### config.mk
export PLATFORM = sky130hd
export DESIGN_NAME = bzsg_top
export DESIGN_NICKNAME = d
export VERILOG_FILES = /design/src/common/bzsg_pkg.sv /design/src/verilog/bzsg_tone.sv /design/src/verilog/bzsg_env.sv /design/src/verilog/bzsg_top.sv
export SDC_FILE = /design/constraint.sdc
export NUM_CORES = 1
export LEC_CHECK = 0
export ABC_AREA = 0
export ABC_CLOCK_PERIOD_IN_PS = 5200
export BUFFER_PORTS_ARGS = -buffer_cell sky130_fd_sc_hd__buf_2
export CAP_MARGIN = 20
export CELL_PAD_IN_SITES_DETAIL_PLACEMENT = 1
export CELL_PAD_IN_SITES_GLOBAL_PLACEMENT = 2
export CORE_MARGIN = 2
export CORE_UTILIZATION = 38
export DETAILED_ROUTE_END_ITERATION = 7
export PLACE_DENSITY_LB_ADDON = 0.12
export SETUP_SLACK_MARGIN = 0.4
export SLEW_MARGIN = 10
export SYNTH_ARGS = -nofsm -noshare
export SYNTH_HDL_FRONTEND = slang
export SYNTH_SLANG_ARGS = --single-unit
### constraint.sdc
create_clock -name clock_in -period 5.2 [get_ports clock_in]
set_input_delay 0.52 -clock clock_in [delete_from_list [all_inputs] [get_ports clock_in]]
set_output_delay 0.52 -clock clock_in [all_outputs]
set_load 0.05 [all_outputs]
### src/common/bzsg_pkg.sv
// bzsg_pkg: constants shared by the buzzer sound generator files
// assumes a 100 MHz system clock and an AXI4-Lite register port
package bzsg_pkg;

  // ==========================================================
  // register map (word indices; byte address bits 17:0 decoded, bits 31:18 must be 0)
  localparam logic [15:0] BUZZER_CONTROL_OFS      = 16'hff44;
  localparam logic [15:0] TONE_FREQUENCY_DUTY_OFS = 16'hff45;
  // the printed offsets are not word multiples, so byte address = index * 4
  localparam logic [17:0] BUZZER_CONTROL_ADDR     = {BUZZER_CONTROL_OFS, 2'b00};
  localparam logic [17:0] TONE_FREQUENCY_DUTY_ADDR = {TONE_FREQUENCY_DUTY_OFS, 2'b00};

  // ==========================================================
  // control register field positions
  localparam int TONE_ON_BIT        = 0;
  localparam int ENV_ON_BIT         = 1;
  localparam int ENV_RESTART_BIT    = 2;
  localparam int ENV_TIME_BIT       = 3;
  localparam int ONESHOT_WIDTH_BIT  = 4;
  localparam int ONESHOT_TRIG_BIT   = 5;
  localparam int ONESHOT_STOP_BIT   = 6;
  // frequency/duty register field positions
  localparam int FREQ_LSB           = 0;
  localparam int DUTY_LSB           = 4;

  // ==========================================================
  // reset values
  localparam logic [7:0] CONTROL_RESET  = 8'h00;
  localparam logic [7:0] FREQDUTY_RESET = 8'h00;

  // ==========================================================
  // timing: base tick 65536 Hz gives 4096 Hz at 16 counts per period
  localparam int CLOCK_HZ        = 100_000_000;
  localparam int BASE_HZ         = 65536;
  localparam int BASE_DIV        = CLOCK_HZ / BASE_HZ;       // rounded down
  localparam int ONESHOT_LONG_US = 125_000;                  // 125 msec
  localparam int ONESHOT_SHORT_NS = 31_250_000;              // 31.25 msec
  localparam int ENV_LONG_MS     = 1000;                     // 1 sec
  localparam int ENV_SHORT_MS    = 500;                      // 0.5 sec
  localparam int ONESHOT_LONG_CYC  = ONESHOT_LONG_US * (CLOCK_HZ / 1_000_000);
  localparam int ONESHOT_SHORT_CYC = ONESHOT_SHORT_NS / (1_000_000_000 / CLOCK_HZ);
  localparam int ENV_LONG_CYC    = ENV_LONG_MS * (CLOCK_HZ / 1000);
  localparam int ENV_SHORT_CYC   = ENV_SHORT_MS * (CLOCK_HZ / 1000);
  localparam int ENV_STEPS       = 8;                        // envelope levels

  // ==========================================================
  // AXI response codes
  localparam logic [1:0] RESP_OKAY   = 2'b00;
  localparam logic [1:0] RESP_SLVERR = 2'b10;

endpackage

### src/verilog/bzsg_tone.sv
// bzsg_tone: square wave of 16/20/24/28 base ticks with programmable high count
// assumes a one-cycle base tick pulse from the parent on the same clock
`timescale 1ns/10ps
module bzsg_tone (
  input  wire logic       clock_in,
  input  wire logic       rstn_in,
  input  wire logic       tick_in,
  input  wire logic [2:0] freq_in,
  input  wire logic [2:0] duty_in,
  output logic            wave_out
);
  import bzsg_pkg::*;

  logic [4:0] phase;
  logic [4:0] period;
  logic [4:0] high_cnt;

  // ==========================================================
  // period and high count per frequency code
  always_comb begin
    unique case (freq_in[1:0])
      2'b00:   period = 5'd16;
      2'b01:   period = 5'd20;
      2'b10:   period = 5'd24;
      default: period = 5'd28;
    endcase
    // short periods start at 8, long ones at 12, each code step removes one
    high_cnt = (freq_in[1] ? 5'd12 : 5'd8) - {2'b00, duty_in};
  end

  // ==========================================================
  // phase counter; frequency bit 2 halves the tick rate outside
  always_ff @(posedge clock_in or negedge rstn_in) begin
    if (!rstn_in) begin
      phase    <= 5'd0;
      wave_out <= 1'b0;
    end else if (tick_in) begin
      phase    <= (phase >= period - 5'd1) ? 5'd0 : phase + 5'd1;
      wave_out <= (phase < high_cnt);
    end
  end
endmodule

### src/verilog/bzsg_env.sv
// bzsg_env: decaying digital envelope, steps a level down over the decay time
// assumes a restart pulse and an enable level from the parent on the same clock
`timescale 1ns/10ps
module bzsg_env #(
  parameter int STEP_LONG  = bzsg_pkg::ENV_LONG_CYC / bzsg_pkg::ENV_STEPS,
  parameter int STEP_SHORT = bzsg_pkg::ENV_SHORT_CYC / bzsg_pkg::ENV_STEPS
) (
  input  wire logic       clock_in,
  input  wire logic       rstn_in,
  input  wire logic       run_in,
  input  wire logic       restart_in,
  input  wire logic       long_in,
  output logic [2:0]      level_out
);
  import bzsg_pkg::*;

  initial begin
    if (STEP_LONG < 1 || STEP_SHORT < 1) $error("envelope step too short");
  end

  logic [27:0] step_cnt;
  logic [27:0] step_len;

  assign step_len = long_in ? 28'(STEP_LONG) : 28'(STEP_SHORT);

  // ==========================================================
  // level falls from full to silent; restart or idle reloads full level
  always_ff @(posedge clock_in or negedge rstn_in) begin
    if (!rstn_in) begin
      step_cnt  <= 28'd0;
      level_out <= 3'h7;
    end else if (!run_in || restart_in) begin
      step_cnt  <= 28'd0;
      level_out <= 3'h7;
    end else if (level_out != 3'h0) begin
      if (step_cnt >= step_len - 28'd1) begin
        step_cnt  <= 28'd0;
        level_out <= level_out - 3'h1;
      end else begin
        step_cnt <= step_cnt + 28'd1;
      end
    end
  end
endmodule

### src/verilog/bzsg_top.sv
// bzsg_top: buzzer sound generator with AXI4-Lite register port
// What this block does
// - three-bit frequency code picks one of eight tones, 4096.0 down to 1170.3 Hz
// - three-bit duty code lowers the high count by one per step
// - tone-on bit gates the continuous tone onto the buzzer, resets to 0
// - envelope enable bit applies a decaying envelope, resets to 0
// - attenuation bit picks 1 sec decay when set, 0.5 sec when clear
// - writing 1 to envelope restart begins the decay again; reads as 0
// - envelope enable is cleared while a one-shot burst plays
// - writing 1 to trigger starts a burst; reading shows busy
// - width bit picks 125 msec or 31.25 msec bursts, then status is ready
// - writing 1 to force stop ends a burst at once
// - buzzer reaches the shared pin only while its port data bit is 1
// assumes a single 100 MHz clock; the shared pin data bit is a plain input
`timescale 1ns/10ps
module bzsg_top #(
  parameter int ONESHOT_LONG  = bzsg_pkg::ONESHOT_LONG_CYC,
  parameter int ONESHOT_SHORT = bzsg_pkg::ONESHOT_SHORT_CYC,
  parameter int BASE_DIVIDE   = bzsg_pkg::BASE_DIV,
  parameter int ENV_STEP_LONG  = bzsg_pkg::ENV_LONG_CYC / bzsg_pkg::ENV_STEPS,
  parameter int ENV_STEP_SHORT = bzsg_pkg::ENV_SHORT_CYC / bzsg_pkg::ENV_STEPS
) (
  input  wire logic        clock_in,
  input  wire logic        rstn_in,
  // axi4-lite write address
  input  wire logic [31:0] s_axi_awaddr_in,
  input  wire logic        s_axi_awvalid_in,
  output logic             s_axi_awready_out,
  // axi4-lite write data
  input  wire logic [31:0] s_axi_wdata_in,
  input  wire logic [3:0]  s_axi_wstrb_in,
  input  wire logic        s_axi_wvalid_in,
  output logic             s_axi_wready_out,
  // axi4-lite write response
  output logic [1:0]       s_axi_bresp_out,
  output logic             s_axi_bvalid_out,
  input  wire logic        s_axi_bready_in,
  // axi4-lite read address
  input  wire logic [31:0] s_axi_araddr_in,
  input  wire logic        s_axi_arvalid_in,
  output logic             s_axi_arready_out,
  // axi4-lite read data
  output logic [31:0]      s_axi_rdata_out,
  output logic [1:0]       s_axi_rresp_out,
  output logic             s_axi_rvalid_out,
  input  wire logic        s_axi_rready_in,
  // shared pin: port data register bit from the dc output port
  input  wire logic        shared_dc_output_pin_data_in,
  output logic             shared_dc_output_pin_out,
  output logic             oneshot_busy_out
);
  import bzsg_pkg::*;

  initial begin
    if (ONESHOT_LONG < 2 || ONESHOT_SHORT < 2 || BASE_DIVIDE < 2)
      $error("bzsg_top: counts too small");
  end

  // ==========================================================
  // register state
  logic       tone_on;
  logic       env_on;
  logic       env_long;
  logic       oneshot_width_select;
  logic [2:0] duty_sel;
  logic [2:0] tone_freq;
  logic       oneshot_active;
  logic [26:0] oneshot_cnt;

  // ==========================================================
  // address decode shared by read and write paths
  function automatic logic [1:0] reg_decode(input logic [31:0] addr);
    if (addr[17:0] == BUZZER_CONTROL_ADDR)
      reg_decode = 2'b01;
    else if (addr[17:0] == TONE_FREQUENCY_DUTY_ADDR && addr[31:18] == 14'h0000)
      reg_decode = 2'b10;
    else
      reg_decode = 2'b00;
    if (addr[31:18] != 14'h0000)
      reg_decode = 2'b00;
  endfunction

  // ==========================================================
  // write channel: hold address and data until both have arrived
  logic        aw_held;
  logic        w_held;
  logic [31:0] aw_addr;
  logic [31:0] w_data;
  logic        w_lane0;
  logic        wr_fire;
  logic [1:0]  wr_sel;

  assign wr_fire = aw_held && w_held && !s_axi_bvalid_out;
  assign wr_sel  = reg_decode(aw_addr);

  // address and data are taken in either order, one each per write
  always_ff @(posedge clock_in or negedge rstn_in) begin
    if (!rstn_in) begin
      aw_held           <= 1'b0;
      w_held            <= 1'b0;
      aw_addr           <= 32'h0000_0000;
      w_data            <= 32'h0000_0000;
      w_lane0           <= 1'b0;
      s_axi_awready_out <= 1'b0;
      s_axi_wready_out  <= 1'b0;
    end else begin
      s_axi_awready_out <= !aw_held && !s_axi_awready_out;
      s_axi_wready_out  <= !w_held && !s_axi_wready_out;
      if (s_axi_awvalid_in && s_axi_awready_out) begin
        aw_held <= 1'b1;
        aw_addr <= s_axi_awaddr_in;
      end else if (wr_fire) begin
        aw_held <= 1'b0;
      end
      if (s_axi_wvalid_in && s_axi_wready_out) begin
        w_held  <= 1'b1;
        w_data  <= s_axi_wdata_in;
        w_lane0 <= s_axi_wstrb_in[0];
      end else if (wr_fire) begin
        w_held <= 1'b0;
      end
    end
  end

  // write response follows one cycle after both halves are in
  always_ff @(posedge clock_in or negedge rstn_in) begin
    if (!rstn_in) begin
      s_axi_bvalid_out <= 1'b0;
      s_axi_bresp_out  <= RESP_OKAY;
    end else if (wr_fire) begin
      s_axi_bvalid_out <= 1'b1;
      s_axi_bresp_out  <= (wr_sel == 2'b00) ? RESP_SLVERR : RESP_OKAY;
    end else if (s_axi_bready_in) begin
      s_axi_bvalid_out <= 1'b0;
    end
  end

  // strobes only act when byte lane 0 carries the data
  logic ctl_wr;
  logic fd_wr;
  assign ctl_wr = wr_fire && wr_sel == 2'b01 && w_lane0;
  assign fd_wr  = wr_fire && wr_sel == 2'b10 && w_lane0;

  logic trig_pulse;
  logic stop_pulse;
  logic restart_pulse;
  assign trig_pulse    = ctl_wr && w_data[ONESHOT_TRIG_BIT];
  assign stop_pulse    = ctl_wr && w_data[ONESHOT_STOP_BIT];
  assign restart_pulse = ctl_wr && w_data[ENV_RESTART_BIT];

  // ==========================================================
  // control bits written by software
  always_ff @(posedge clock_in or negedge rstn_in) begin
    if (!rstn_in) begin
      tone_on              <= CONTROL_RESET[TONE_ON_BIT];
      env_long             <= CONTROL_RESET[ENV_TIME_BIT];
      oneshot_width_select <= CONTROL_RESET[ONESHOT_WIDTH_BIT];
    end else if (ctl_wr) begin
      tone_on              <= w_data[TONE_ON_BIT];
      env_long             <= w_data[ENV_TIME_BIT];
      oneshot_width_select <= w_data[ONESHOT_WIDTH_BIT];
    end
  end

  // envelope enable is held at 0 for as long as a burst plays
  always_ff @(posedge clock_in or negedge rstn_in) begin
    if (!rstn_in) begin
      env_on <= CONTROL_RESET[ENV_ON_BIT];
    end else if (oneshot_active || trig_pulse) begin
      env_on <= 1'b0;
    end else if (ctl_wr) begin
      env_on <= w_data[ENV_ON_BIT];
    end
  end

  // frequency and duty register
  always_ff @(posedge clock_in or negedge rstn_in) begin
    if (!rstn_in) begin
      tone_freq <= FREQDUTY_RESET[FREQ_LSB +: 3];
      duty_sel  <= FREQDUTY_RESET[DUTY_LSB +: 3];
    end else if (fd_wr) begin
      tone_freq <= w_data[FREQ_LSB +: 3];
      duty_sel  <= w_data[DUTY_LSB +: 3];
    end
  end

  // ==========================================================
  // one-shot burst timer; stop wins over a trigger in the same write
  // a width written together with the trigger already applies to that burst
  always_ff @(posedge clock_in or negedge rstn_in) begin
    if (!rstn_in) begin
      oneshot_active <= 1'b0;
      oneshot_cnt    <= 27'd0;
    end else if (stop_pulse) begin
      oneshot_active <= 1'b0;
      oneshot_cnt    <= 27'd0;
    end else if (trig_pulse) begin
      oneshot_active <= 1'b1;
      oneshot_cnt    <= w_data[ONESHOT_WIDTH_BIT] ? 27'(ONESHOT_LONG - 1)
                                                  : 27'(ONESHOT_SHORT - 1);
    end else if (oneshot_active) begin
      if (oneshot_cnt == 27'd0)
        oneshot_active <= 1'b0;
      else
        oneshot_cnt <= oneshot_cnt - 27'd1;
    end
  end

  // ==========================================================
  // read channel: one read at a time, answer the cycle after acceptance
  logic [7:0] ctl_rd;
  logic [7:0] fd_rd;
  assign ctl_rd = {1'b0, 1'b0, oneshot_active, oneshot_width_select,
                   env_long, 1'b0, env_on, tone_on};
  assign fd_rd  = {1'b0, duty_sel, 1'b0, tone_freq};

  always_ff @(posedge clock_in or negedge rstn_in) begin
    if (!rstn_in) begin
      s_axi_arready_out <= 1'b0;
      s_axi_rvalid_out  <= 1'b0;
      s_axi_rdata_out   <= 32'h0000_0000;
      s_axi_rresp_out   <= RESP_OKAY;
    end else begin
      s_axi_arready_out <= !s_axi_rvalid_out && !s_axi_arready_out
                           && !s_axi_arvalid_in ? 1'b1
                           : (!s_axi_rvalid_out && !s_axi_arready_out);
      if (s_axi_arvalid_in && s_axi_arready_out) begin
        s_axi_arready_out <= 1'b0;
        s_axi_rvalid_out  <= 1'b1;
        unique case (reg_decode(s_axi_araddr_in))
          2'b01: begin
            s_axi_rdata_out <= {24'h00_0000, ctl_rd};
            s_axi_rresp_out <= RESP_OKAY;
          end
          2'b10: begin
            s_axi_rdata_out <= {24'h00_0000, fd_rd};
            s_axi_rresp_out <= RESP_OKAY;
          end
          default: begin
            s_axi_rdata_out <= 32'h0000_0000;
            s_axi_rresp_out <= RESP_SLVERR;
          end
        endcase
      end else if (s_axi_rvalid_out && s_axi_rready_in) begin
        s_axi_rvalid_out <= 1'b0;
      end
    end
  end

  // ==========================================================
  // base tick; bit 2 of the frequency code halves it for the low octave
  logic [15:0] div_cnt;
  logic        base_tick;
  logic        half_toggle;
  logic        tone_tick;

  always_ff @(posedge clock_in or negedge rstn_in) begin
    if (!rstn_in) begin
      div_cnt     <= 16'h0000;
      base_tick   <= 1'b0;
      half_toggle <= 1'b0;
    end else begin
      base_tick <= (div_cnt == 16'h0000);
      div_cnt   <= (div_cnt == 16'h0000) ? 16'(BASE_DIVIDE - 1) : div_cnt - 16'h0001;
      if (base_tick)
        half_toggle <= !half_toggle;
    end
  end

  assign tone_tick = base_tick && (!tone_freq[2] || half_toggle);

  logic       wave;
  logic [2:0] env_level;

  bzsg_tone u_tone (
    .clock_in (clock_in),
    .rstn_in  (rstn_in),
    .tick_in  (tone_tick),
    .freq_in  (tone_freq),
    .duty_in  (duty_sel),
    .wave_out (wave)
  );

  bzsg_env #(
    .STEP_LONG  (ENV_STEP_LONG),
    .STEP_SHORT (ENV_STEP_SHORT)
  ) u_env (
    .clock_in   (clock_in),
    .rstn_in    (rstn_in),
    .run_in     (env_on && tone_on),
    .restart_in (restart_pulse),
    .long_in    (env_long),
    .level_out  (env_level)
  );

  // ==========================================================
  // envelope as gating: pwm of tone over eight slots by level
  logic [2:0] env_slot;
  always_ff @(posedge clock_in or negedge rstn_in) begin
    if (!rstn_in)
      env_slot <= 3'h0;
    else
      env_slot <= env_slot + 3'h1;
  end

  // shared pin data bit passes two flops; the pin drives low when not buzzing
  logic pin_sync1;
  logic pin_sync2;
  always_ff @(posedge clock_in or negedge rstn_in) begin
    if (!rstn_in) begin
      pin_sync1 <= 1'b0;
      pin_sync2 <= 1'b0;
    end else begin
      pin_sync1 <= shared_dc_output_pin_data_in;
      pin_sync2 <= pin_sync1;
    end
  end

  always_ff @(posedge clock_in or negedge rstn_in) begin
    if (!rstn_in) begin
      shared_dc_output_pin_out <= 1'b0;
      oneshot_busy_out         <= 1'b0;
    end else begin
      shared_dc_output_pin_out <= pin_sync2 && wave
                                  && (tone_on || oneshot_active)
                                  && (!env_on || env_slot < env_level);
      oneshot_busy_out         <= oneshot_active;
    end
  end
endmodule

==> results.txt, run 1 <==
----------------------------------------------------
[Place]
  Post-detail-place hpwl ... 14.7 mm
  Global placer's final weighted congestion ... 0.765
  Worst slack, placed ... 1830 ps
  Number of placed cells counting well taps ... 1138
  Number of port buffers ... 95

[Layout]
  # nets final ... 1019
  Fraction of final layout cells sized beyond drive strength 1 ... 0.218
  Number of standard cells in the layout, taps in and fillers out ... 1170
  Final Core Density ... 0.444
  Layout Area Growth over Synthesis ... 15.5%
  Diode insertion count for antenna repair ... 0

[Setup path]
  CP Max Fanout ... 20
  Worst setup startpoint ... env_long$_DFFE_PN0P_
  Cell count of the worst reg-to-reg path ... 9
  Worst flop-to-flop path endpoint ... u_env.step_cnt[8]$_DFFE_PN0P_
  Reg-to-reg slack, setup ... 1790 ps
  Startpoint of the worst register-to-register path ... env_long$_DFFE_PN0P_
  Arrival time at the worst endpoint ... 3720 ps
  Startpoint types ... flip-flop
  Critical path capture point ... u_env.step_cnt[8]$_DFFE_PN0P_
  Data required, critical path ... 5510 ps
  Category of the critical setup timing path ... flip-flop to flip-flop
  Sort of element at the end of the critical path ... flip-flop

[Die]
  Die X-Extent ... 149 um
  Die height ... 149 um
  IO Count ... 151
  Die footprint ... 22300 um^2
  Core area ... 20800 um^2
  Initial Utilization ... 0.385
  Row count ... 53

[Yosys]
  Synth top cells by count ... sky130_fd_sc_hd__dfrtp_1 (153), sky130_fd_sc_hd__nand2_1 (82), sky130_fd_sc_hd__mux2_2 (44)
  Flop and latch count out of synthesis ... 156
  Count of unique library cells instantiated by Yosys ... 64
  Largest cells by area after synthesis ... sky130_fd_sc_hd__dfrtp_1 (48%), sky130_fd_sc_hd__mux2_2 (6.2%), sky130_fd_sc_hd__ha_1 (4.4%)
  Count of flip-flops with a built-in enable after synthesis ... 0
  Syn_area_per_cell ... 10.2 um^2
  Post-synth ARST share ... 1.00
  Primary flip-flop cell chosen by synthesis mapping ... sky130_fd_sc_hd__dfrtp_1
  Sequential-to-total area share from yosys stat ... 0.488
  Yosys warnings ... 0
  Post-Syn Area ... 8010 um^2
  Area fraction of the dominant cell type after synthesis ... 0.478
  Cell taking the most area after synthesis ... sky130_fd_sc_hd__dfrtp_1
  Gate count after technology mapping ... 785
  Most instantiated library cell after synthesis ... sky130_fd_sc_hd__dfrtp_1

[GRT]
  Overall Global Routing Usage ... 0.194
  Initial antenna violation count ... 0
  Wire length of the first global-routing pass ... 34.3 mm
  Number of global-route vias before repair ... 6692
  Global-route congestion overflow total ... 0
  Pin count of the biggest net entering global routing ... 108

[Detailed routing]
  Total met3 wirelength after detailed routing ... 733 um
  Detailed route wirelength on metal2 ... 10.5 mm
  Number of DRC violations after detailed-routing iteration 0 ... 298
  Detailed-route vias per instance ... 5.40
  First-pass detailed-route iteration total ... 6
  Total length of routed wires ... 20.7 mm
  DRC Markers ... 0
  Number of antenna-violating nets in the routed design ... 0
  Vias after detailed routing ... 6319
  Met1 layer wirelength in the final routing ... 9.29 mm
  Post-DR wirelength/cell ... 17.7 um
  Highest signal layer in the routed design ... met4

[Power and ir drop]
  Share of power burned in combinational logic ... 0.155
  Cell area power density ... 345 nW/um^2
  Switching power as a share of total power ... 0.298
  Clk network pwr share ... 0.363
  Net Switching ... 0.950 mW
  Max rail drop VDD ... 0.196 mV
  Share of total power in sequential cells ... 0.482
  Int Pwr ... 2.24 mW
  LEAKAGE ... 4.39 nW

[Clock network]
  CTS tree ... yes
  Worst skew pair latency ... 430 ps
  Clk buf depth ... 2
  Hold bufs inserted after CTS ... 0
  Root Buffer ... sky130_fd_sc_hd__clkbuf_16
  Total CTS buffers ... 17
  Clock sink count ... 156
  Post-CTS Setup Inserts ... 0
  Clock-pin slew of the registers on the worst-case setup and hold paths ... 60 ps
  Cts repair resizes ... 0
  H-tree Lvls ... 4

[Timing]
  Setup repair after global routing missed its margin ... false
  Final setup violation count ... 0
  Slew Limit Headroom ... 0.253
  Worst Slack Setup Final ... 1790 ps
  Final-report max-slew violation count ... 0
  Fmax achieved ... 293 MHz
  Portion of the clock cycle consumed by the worst path in the final layout ... 0.656
  Slew @ Worst Pin ... 1110 ps
  Worst Clk Skew ... 16.4 ps
  Hold slack ... 201 ps
  Number of hold violations in the final report ... 0
  Setup Total Neg Slack ... 0 ps
  Final critical path time including I/O delays and setup ... 3410 ps

[Run status]
  Status ... complete, no violations

[Worst hold path]
  Class of the worst hold path ... primary input to flip-flop

[Job]
  MaxCap Viol Count ... 0

----------------------------------------------------
==> placed cells by master (no fill, tap or decap), types with 27 or more instances in the layout <==
cell type	count
sky130_fd_sc_hd__nand3_1	32
sky130_fd_sc_hd__nand2_1	82
sky130_fd_sc_hd__nor2_1	42
sky130_fd_sc_hd__o21ai_0	43
sky130_fd_sc_hd__inv_1	28
sky130_fd_sc_hd__conb_1	27
sky130_fd_sc_hd__mux2_2	44
sky130_fd_sc_hd__buf_2	94
sky130_fd_sc_hd__ha_1	28
sky130_fd_sc_hd__dfrtp_1	153
==> cell type report <==
type / count / area, um^2
clock buffer: 17 / 425
sequential: 156 / 3910
tap: 275 / 344
clock inverter: 14 / 110
inverter: 29 / 109
timing repair buffer: 106 / 564
multi-input combinational: 573 / 3790
fill: 2353 / 11600
==> critical path: stages, from the launching register on <==
cell and delay (ps):
sky130_fd_sc_hd__dfrtp_1 450, sky130_fd_sc_hd__inv_1 220, sky130_fd_sc_hd__ha_1 350, sky130_fd_sc_hd__nand2_1 60, sky130_fd_sc_hd__or4_1 520, sky130_fd_sc_hd__a211oi_2 270, sky130_fd_sc_hd__or2_1 690, sky130_fd_sc_hd__nor3_1 250
sky130_fd_sc_hd__buf_4 250, sky130_fd_sc_hd__a32o_1 220
==> registers in the layout, summed over array words and instances (netlist names), 5 cells and up <==
register	count
u_env.step_cnt	28
aw_addr	32
oneshot_cnt	27
s_axi_rdata_out	7
div_cnt	16
u_tone.phase	5
w_data	7
==> metal layers <==
metal  up-vias  GRT usage
li1       3009          -
met1      3201      0.248
met2        97      0.341
met4         0     0.0414
met5         -          0
met3        12     0.0398
==> stage by stage <==
step / power, mW / instance area, um^2
floorplan: 1.89 / 8110
global route: 3.35 / 9250
finish: 3.19 / 9250
CTS: 3.24 / 9240
detailed placement: 2.07 / 8710
global placement: 2.02 / 8710
==> worst min-delay path by stage <==
stage,start,endpoint,depth (start not counted)
6_report,shared_dc_output_pin_data_in,pin_sync1$_DFF_PN0_,1
5_1_grt,shared_dc_output_pin_data_in,pin_sync1$_DFF_PN0_,1
3_3_place_gp,pin_sync1$_DFF_PN0_,pin_sync2$_DFF_PN0_,0
4_1_cts,shared_dc_output_pin_data_in,pin_sync1$_DFF_PN0_,1
2_1_floorplan,rstn_in,aw_addr[0]$_DFFE_PN0P_,0
3_5_place_dp,pin_sync1$_DFF_PN0_,pin_sync2$_DFF_PN0_,0
==> cells by family after synthesis <==
| family | Yosys count | synth area share |
|---|---|---|
| AOI/OAI and AO/OA | 158 | 0.136 |
| xor gates and xnor gates | 23 | 0.0251 |
| adders and majority gates | 28 | 0.0437 |
| buffers and inverters | 82 | 0.0530 |
| DFF | 156 | 0.488 |
| muxes | 49 | 0.0681 |
| other | 1 | 0.000468 |
| and+or+nand+nor | 288 | 0.185 |
==> power groups by stage <==
stage | Clock [mW] | Sequential [mW] | Combinational [mW]
floorplan | 0 | 1.57 | 0.327
global placement | 0 | 1.54 | 0.480
detailed placement | 0 | 1.56 | 0.503
CTS | 1.19 | 1.54 | 0.505
global route | 1.24 | 1.56 | 0.538
finish | 1.16 | 1.54 | 0.494
No activity file was read; power rests on OpenSTA's default activity.
==> run 2: changes to the inputs <==
ABC_CLOCK_PERIOD_IN_PS = 3400   (was 5200)
CORE_UTILIZATION = 35   (was 38)
clock period = 3.4 ns   (was 5.2 ns; I/O delays follow)
==> results.txt, run 2 (synthesis gave the netlist of run 1 again) <==
----------------------------------------------------
[Run status]
  Status ... complete, no violations

[Clock network]
  Clk buf depth ... 2 (unchanged)
  CTS tree ... yes
  Hold bufs inserted after CTS ... 0 (unchanged)
  H-tree Lvls ... 4 (unchanged)
  Total CTS buffers ... 17 (unchanged)
  Worst skew pair latency ... 430 ps (about the same)
  Clock-pin slew of the registers on the worst-case setup and hold paths ... 70 ps (about the same)
  Root Buffer ... sky130_fd_sc_hd__clkbuf_16
  Clock sink count ... 156 (unchanged)

[Place]
  Global placer's final weighted congestion ... 0.776 (+1.4%)
  Post-detail-place hpwl ... 15.6 mm (+6.3%)
  Number of port buffers ... 95 (unchanged)
  Worst slack, placed ... 390 ps (-1440 ps)

[Setup path]
  Most repeated library cell on the critical path ... sky130_fd_sc_hd__or4_1
  Startpoint types ... flip-flop
  Worst setup startpoint ... env_long$_DFFE_PN0P_
  Largest delay contributor family on the critical path ... simple AND/OR/NAND/NOR gates
  Category of the critical setup timing path ... flip-flop to flip-flop
  Count of buffering cells on the critical path with inverters included ... 2 (unchanged)
  Critical path, cell by cell ... inv_2 > ha_1 > or4_1 > o21ai_0 > a211oi_2 > or2_4 > buf_4 > or4_1 > a31oi_1
  Reg-to-reg slack, setup ... 600 ps (-1190 ps)
  Worst flop-to-flop path endpoint ... u_env.step_cnt[19]$_DFFE_PN0P_
  Data required, critical path ... 3750 ps (-1760 ps)
  Cell count of the worst reg-to-reg path ... 9 (unchanged)
  Arrival time at the worst endpoint ... 3160 ps (-560 ps)
  Sort of element at the end of the critical path ... flip-flop
  Critical Path Max Stage Delay ... 480 ps (-210 ps)
  Critical-path top delay cell ... sky130_fd_sc_hd__or4_1
  Startpoint of the worst register-to-register path ... env_long$_DFFE_PN0P_
  CP Max Fanout ... 13 (-35%)

[Layout]
  Diode insertion count for antenna repair ... 0 (unchanged)
  Most frequent standard cell in the layout excluding fill and tap cells ... sky130_fd_sc_hd__dfrtp_1
  Most flop-heavy register ... aw_addr
  Layout Area Growth over Synthesis ... 17.9%
  # nets final ... 1032 (+1.3%)
  Area taken by multi-input logic gates ... 3800 um^2 (+0.36%)
  Top flop regs ... aw_addr x32, u_env.step_cnt x28, oneshot_cnt x27
  Max reg flops ... 32 (unchanged)
  Most frequent cells in the layout ... sky130_fd_sc_hd__dfrtp_1 (152), sky130_fd_sc_hd__buf_2 (94), sky130_fd_sc_hd__nand2_1 (81)
  Layout filler cell count ... 2545 (+8.2%)
  Fraction of final layout cells sized beyond drive strength 1 ... 0.237 (+0.0186)
  Area occupied by registers ... 3910 um^2 (about the same)

[Power and ir drop]
  Switching power as a share of total power ... 0.295 (-0.00305)
  Cell area power density ... 540 nW/um^2 (+57%)
  Net Switching ... 1.50 mW (+58%)
  LEAKAGE ... 4.49 nW (+2.3%)
  Max rail drop VDD ... 0.313 mV (+60%)
  Share of power burned in combinational logic ... 0.148 (-0.007)
  Clk network pwr share ... 0.389 (+0.026)
  Share of total power in sequential cells ... 0.462 (-0.020)
  Int Pwr ... 3.60 mW (+61%)

[Worst hold path]
  Hold-critical path depth ... 1 (unchanged)
  Hold wc startpoint ... shared_dc_output_pin_data_in
  Worst Hold Endpoint ... pin_sync1$_DFF_PN0_
  Class of the worst hold path ... primary input to flip-flop

[Timing]
  Worst Clk Skew ... 12.3 ps (-4.02 ps)
  Slew @ Worst Pin ... 936 ps (-173 ps)
  Portion of the clock cycle consumed by the worst path in the final layout ... 0.824 (+0.168)
  Worst Slack Setup Final ... 597 ps (-1190 ps)
  Final-report max-slew violation count ... 0 (unchanged)
  Setup repair after global routing missed its margin ... false
  Fmax achieved ... 357 MHz (+22%)
  Slew Limit Headroom ... 0.376 (+0.122)
  Setup Total Neg Slack ... 0 ps (unchanged)
  Number of hold violations in the final report ... 0 (unchanged)
  Final critical path time including I/O delays and setup ... 2800 ps (-610 ps)
  Final setup violation count ... 0 (unchanged)

[Die]
  Die footprint ... 24100 um^2 (+8.3%)
  Initial Utilization ... 0.355 (-0.0298)
  IO Count ... 151 (unchanged)
  Core area ... 22600 um^2 (+8.4%)
  Die height ... 155 um (+4.1%)
  Die X-Extent ... 155 um (+4.1%)
  Row count ... 55 (+3.8%)

[Detailed routing]
  First-pass detailed-route iteration total ... 4 (-2)
  DRC Markers ... 0 (unchanged)
  Number of DRC violations after detailed-routing iteration 0 ... 218 (-27%)
  Post-DR wirelength/cell ... 18.2 um (+3.0%)
  Detailed-route vias per instance ... 5.38 (-0.44%)
  Number of antenna-violating nets in the routed design ... 0 (unchanged)
  Vias after detailed routing ... 6420 (+1.6%)
  Total length of routed wires ... 21.7 mm (+5.1%)

[GRT]
  Overall Global Routing Usage ... 0.185 (-0.00974)
  Pin count of the biggest net entering global routing ... 99 (-8.3%)
  Global-route congestion overflow total ... 0 (unchanged)
  Number of global-route vias before repair ... 6983 (+4.3%)
  Wire length of the first global-routing pass ... 35.6 mm (+3.8%)
  Initial antenna violation count ... 0 (unchanged)

[Job]
  MaxCap Viol Count ... 0 (unchanged)

----------------------------------------------------
## run 2: per-stage QoR
step                area (um^2)  std cells  total power [mW]  utilization  hold WS (ps)
finish                     9440       1194              5.10        0.418          23.7
global route               9440       1194              5.35        0.418          10.3
CTS                        9430       1194              5.18        0.418          9.01
detailed placement         8820       1162              3.17        0.391           337
global placement           8820       1162              3.10        0.391           337
floorplan                  8110        811              2.90            -          44.4
## run 2: worst max-delay path by stage
stage	cells after the start	endpoint	slack [ps]
2_1_floorplan	8	u_env.step_cnt[14]$_DFFE_PN0P_	900
3_3_place_gp	9	u_env.step_cnt[8]$_DFFE_PN0P_	440
3_5_place_dp	9	u_env.step_cnt[19]$_DFFE_PN0P_	390
4_1_cts	9	u_env.step_cnt[19]$_DFFE_PN0P_	440
5_1_grt	9	u_env.step_cnt[19]$_DFFE_PN0P_	420
6_report	9	u_env.step_cnt[19]$_DFFE_PN0P_	600
## run 2: power groups by stage
stage                     combinational (mW)  sequential, mW  clock [mW]
after floorplan                        0.500            2.40           0
after global placement                 0.735            2.37           0
after detailed placement               0.771            2.40           0
after CTS                              0.776            2.36        2.04
after global routing                   0.825            2.40        2.12
final                                  0.757            2.36        1.99
## run 2: metal layers
layer,track usage,part of all wire
met5,0,0
met4,0.0393,0.0069
met3,0.0298,0.027
met2,0.328,0.50
met1,0.238,0.46
## run 2: area by class of cell
cell class              instances  share of cell area
flip-flops and latches        156               0.414
clock buffers                  17              0.0450
clock inverters                15              0.0191
multi-input cells             573               0.403
well taps                     285              0.0378
inverters                      29              0.0115
repair buffers                119              0.0701
## run 2: timing repair
item	CTS	global route
setup buffers	0	0
gates cloned	0	0
endpoints found under the hold margin	0	0
endpoints found under the setup margin	10	24
resized for setup	1	5
pin swaps	0	0
## run 2: worst register-to-register path, cell delays in order, from the launching register on
cell	delay, ps
sky130_fd_sc_hd__dfrtp_2	440
sky130_fd_sc_hd__inv_2	120
sky130_fd_sc_hd__ha_1	210
sky130_fd_sc_hd__or4_1	460
sky130_fd_sc_hd__o21ai_0	230
sky130_fd_sc_hd__a211oi_2	130
sky130_fd_sc_hd__or2_4	320
sky130_fd_sc_hd__buf_4	210
sky130_fd_sc_hd__or4_1	480
sky130_fd_sc_hd__a31oi_1	140
==> run 3: changes to the inputs <==
ABC_CLOCK_PERIOD_IN_PS = 2780   (was 3400)
clock period = 2.78 ns   (was 3.4 ns; I/O delays follow)
==> results.txt, run 3 (synthesis gave the netlist of run 1 again) <==
----------------------------------------------------
[Detailed routing]
  Number of antenna-violating nets in the routed design ... 0 (unchanged)
  Detailed-route vias per instance ... 5.34 (-0.65%)
  First-pass detailed-route iteration total ... 4 (unchanged)
  Vias after detailed routing ... 6592 (+2.7%)
  Number of DRC violations after detailed-routing iteration 0 ... 298 (+37%)
  Post-DR wirelength/cell ... 18.6 um (+2.0%)
  DRC Markers ... 0 (unchanged)
  Total length of routed wires ... 22.9 mm (+5.4%)

[Setup path]
  Startpoint types ... flip-flop
  Count of buffering cells on the critical path with inverters included ... 2 (unchanged)
  CP Depth ... 8 (-1)
  Startpoint of the worst register-to-register path ... u_env.step_cnt[27]$_DFFE_PN0P_
  Largest delay contributor family on the critical path ... simple AND/OR/NAND/NOR gates
  Data required, critical path ... 3100 ps (-650 ps)
  Worst setup startpoint ... u_env.step_cnt[27]$_DFFE_PN0P_
  CP Max Fanout ... 7 (-6)
  Cell count of the worst reg-to-reg path ... 8 (-1)
  Sort of element at the end of the critical path ... flip-flop
  Arrival time at the worst endpoint ... 2820 ps (-340 ps)
  Critical Path Max Stage Delay ... 550 ps (+70 ps)
  Critical path, cell by cell ... or4_4 > or4_4 > a211oi_4 > or2_4 > buf_6 > nor3_4 > buf_6 > a32o_1
  Critical-path top delay cell ... sky130_fd_sc_hd__or4_4
  Category of the critical setup timing path ... flip-flop to flip-flop

[Timing]
  Worst Clk Skew ... 11.8 ps (-0.531 ps)
  Setup Total Neg Slack ... 0 ps (unchanged)
  Slew @ Worst Pin ... 858 ps (-78.3 ps)
  Fmax achieved ... 400 MHz (+12%)
  Final setup violation count ... 0 (unchanged)
  Setup repair after global routing missed its margin ... true
  Number of hold violations in the final report ... 0 (unchanged)
  Final-report max-slew violation count ... 0 (unchanged)
  Slew Limit Headroom ... 0.427 (+0.0508)
  Portion of the clock cycle consumed by the worst path in the final layout ... 0.900 (+0.0751)
  Final critical path time including I/O delays and setup ... 2500 ps (-302 ps)

[Run status]
  Status ... complete, no violations

[Clock network]
  Root Buffer ... sky130_fd_sc_hd__clkbuf_16
  CTS tree ... yes
  Clk buf depth ... 2 (unchanged)
  H-tree Lvls ... 4 (unchanged)
  Total CTS buffers ... 17 (unchanged)
  Worst skew pair latency ... 430 ps (about the same)
  Clock sink count ... 156 (unchanged)
  Clock-pin slew of the registers on the worst-case setup and hold paths ... 70 ps (about the same)

[GRT]
  Global-route congestion overflow total ... 0 (unchanged)
  Pin count of the biggest net entering global routing ... 66 (-33%)
  Wire length of the first global-routing pass ... 36.7 mm (+3.0%)
  Number of global-route vias before repair ... 6992 (+0.13%)
  Overall Global Routing Usage ... 0.190 (+0.00588)
  Initial antenna violation count ... 1 (+1)

[Power and ir drop]
  LEAKAGE ... 4.79 nW (+6.6%)
  Max rail drop VDD ... 0.295 mV (-5.7%)
  Cell area power density ... 617 nW/um^2 (+14%)

[Place]
  Number of placed cells counting well taps ... 1170 (+0.69%)
  Post-detail-place hpwl ... 15.7 mm (+0.71%)
  Number of port buffers ... 95 (unchanged)
  Global placer's final weighted congestion ... 0.818 (+5.5%)

[Worst hold path]
  Hold wc startpoint ... s_axi_rready_in
  Hold-critical path depth ... 2 (+1)
  Class of the worst hold path ... primary input to flip-flop

[Layout]
  # nets final ... 1071 (+3.8%)
  Most flop-heavy register ... aw_addr
  Area occupied by registers ... 3910 um^2 (about the same)
  Most frequent cells in the layout ... sky130_fd_sc_hd__dfrtp_1 (151), sky130_fd_sc_hd__buf_2 (94), sky130_fd_sc_hd__nand2_1 (81)
  Max reg flops ... 32 (unchanged)
  Fraction of final layout cells sized beyond drive strength 1 ... 0.302 (+0.0652)
  Layout Area Growth over Synthesis ... 26.4%
  Number of standard cells in the layout, taps in and fillers out ... 1234 (+3.4%)
  Area taken by multi-input logic gates ... 4070 um^2 (+7.0%)
  Layout filler cell count ... 2523 (-0.86%)
  Top flop regs ... aw_addr x32, u_env.step_cnt x28, oneshot_cnt x27
  Most frequent standard cell in the layout excluding fill and tap cells ... sky130_fd_sc_hd__dfrtp_1

[Die]
  Die height ... 155 um (unchanged)
  Die X-Extent ... 155 um (unchanged)
  Row count ... 55 (unchanged)
  Initial Utilization ... 0.355 (unchanged)
  IO Count ... 151 (unchanged)
  Die footprint ... 24100 um^2 (unchanged)
  Core area ... 22600 um^2 (unchanged)

[Job]
  MaxCap Viol Count ... 0 (unchanged)

----------------------------------------------------
run 3: changes by cell type in the layout (fill, tap and decap cells not counted), sizes merged:
cell         delta
clkbuf          +2
bufinv          -1
buf            +36
diode           +1
dlygate4sd3     +2
run 3: repair_timing:
| action | in CTS | in global routing |
|---|---|---|
| endpoints found under the hold margin | 61 | 0 |
| hold buffers | 2 | 0 |
| gates resized for setup | 33 | 43 |
| pin swaps | 19 | 15 |
| setup endpoints to repair | 48 | 53 |
| cloned | 2 | 1 |
| buffers inserted | 16 | 10 |
run 3: final timing paths:
check	end	slack [ps]
min in group asynchronous	tone_freq[2]$_DFFE_PN0P_	410
hold / removal	s_axi_rvalid_out$_DFFE_PN0P_	60
hold reg to reg	pin_sync2$_DFF_PN0_	360
setup / recovery	u_env.step_cnt[8]$_DFFE_PN0P_	280
max in group asynchronous	u_env.level_out[2]$_DFFE_PN1P_	1460
setup reg to reg	u_env.step_cnt[8]$_DFFE_PN0P_	280
run 3: cell type report:
cell class	instances	area share
Sequential cell	156	0.386
Tap cell	285	0.0352
Clock inverter	14	0.0150
Inverter	29	0.0110
Antenna cell	1	0.000247
Clock buffer	18	0.0434
Timing Repair Buffer	158	0.107
Multi-Input combinational cell	573	0.402
run 3: per-layer routing:
metal  up-vias  GRT usage  part of all wire  routed length [um]
li1       3120          -                 -                   -
met2       115      0.339              0.51               11700
met3        21     0.0362             0.033                 760
met5         -          0                 0                   0
met1      3336      0.241              0.45               10200
met4         0     0.0419             0.010                 234
run 3: power breakdown:
| group | internal [mW] | switching [mW] | total, mW |
|---|---|---|---|
| clock network | 1.30 | 1.06 | 2.35 |
| logic | 0.438 | 0.526 | 0.964 |
| registers | 2.62 | 0.305 | 2.93 |
run 3: metrics by stage:
stage               setup slack, ps  instance area [um^2]  power [mW]  hold slack [ps]  utilization
finish                          279                 10100        6.24             60.8        0.448
global route                    199                 10100        6.53             45.6        0.448
CTS                             243                  9810        6.27             35.4        0.435
detailed placement             94.1                  8900        3.88              313        0.394
global placement                175                  8900        3.79              312        0.394
floorplan                       391                  8120        3.54            -17.6            -
run 3: worst reg2reg max path, cell delays in order, from the launching register on:
cell,delay [ps]
sky130_fd_sc_hd__dfrtp_1,380
sky130_fd_sc_hd__or4_4,550
sky130_fd_sc_hd__or4_4,510
sky130_fd_sc_hd__a211oi_4,210
sky130_fd_sc_hd__or2_4,180
sky130_fd_sc_hd__buf_6,130
sky130_fd_sc_hd__nor3_4,60
sky130_fd_sc_hd__buf_6,150
sky130_fd_sc_hd__a32o_1,220
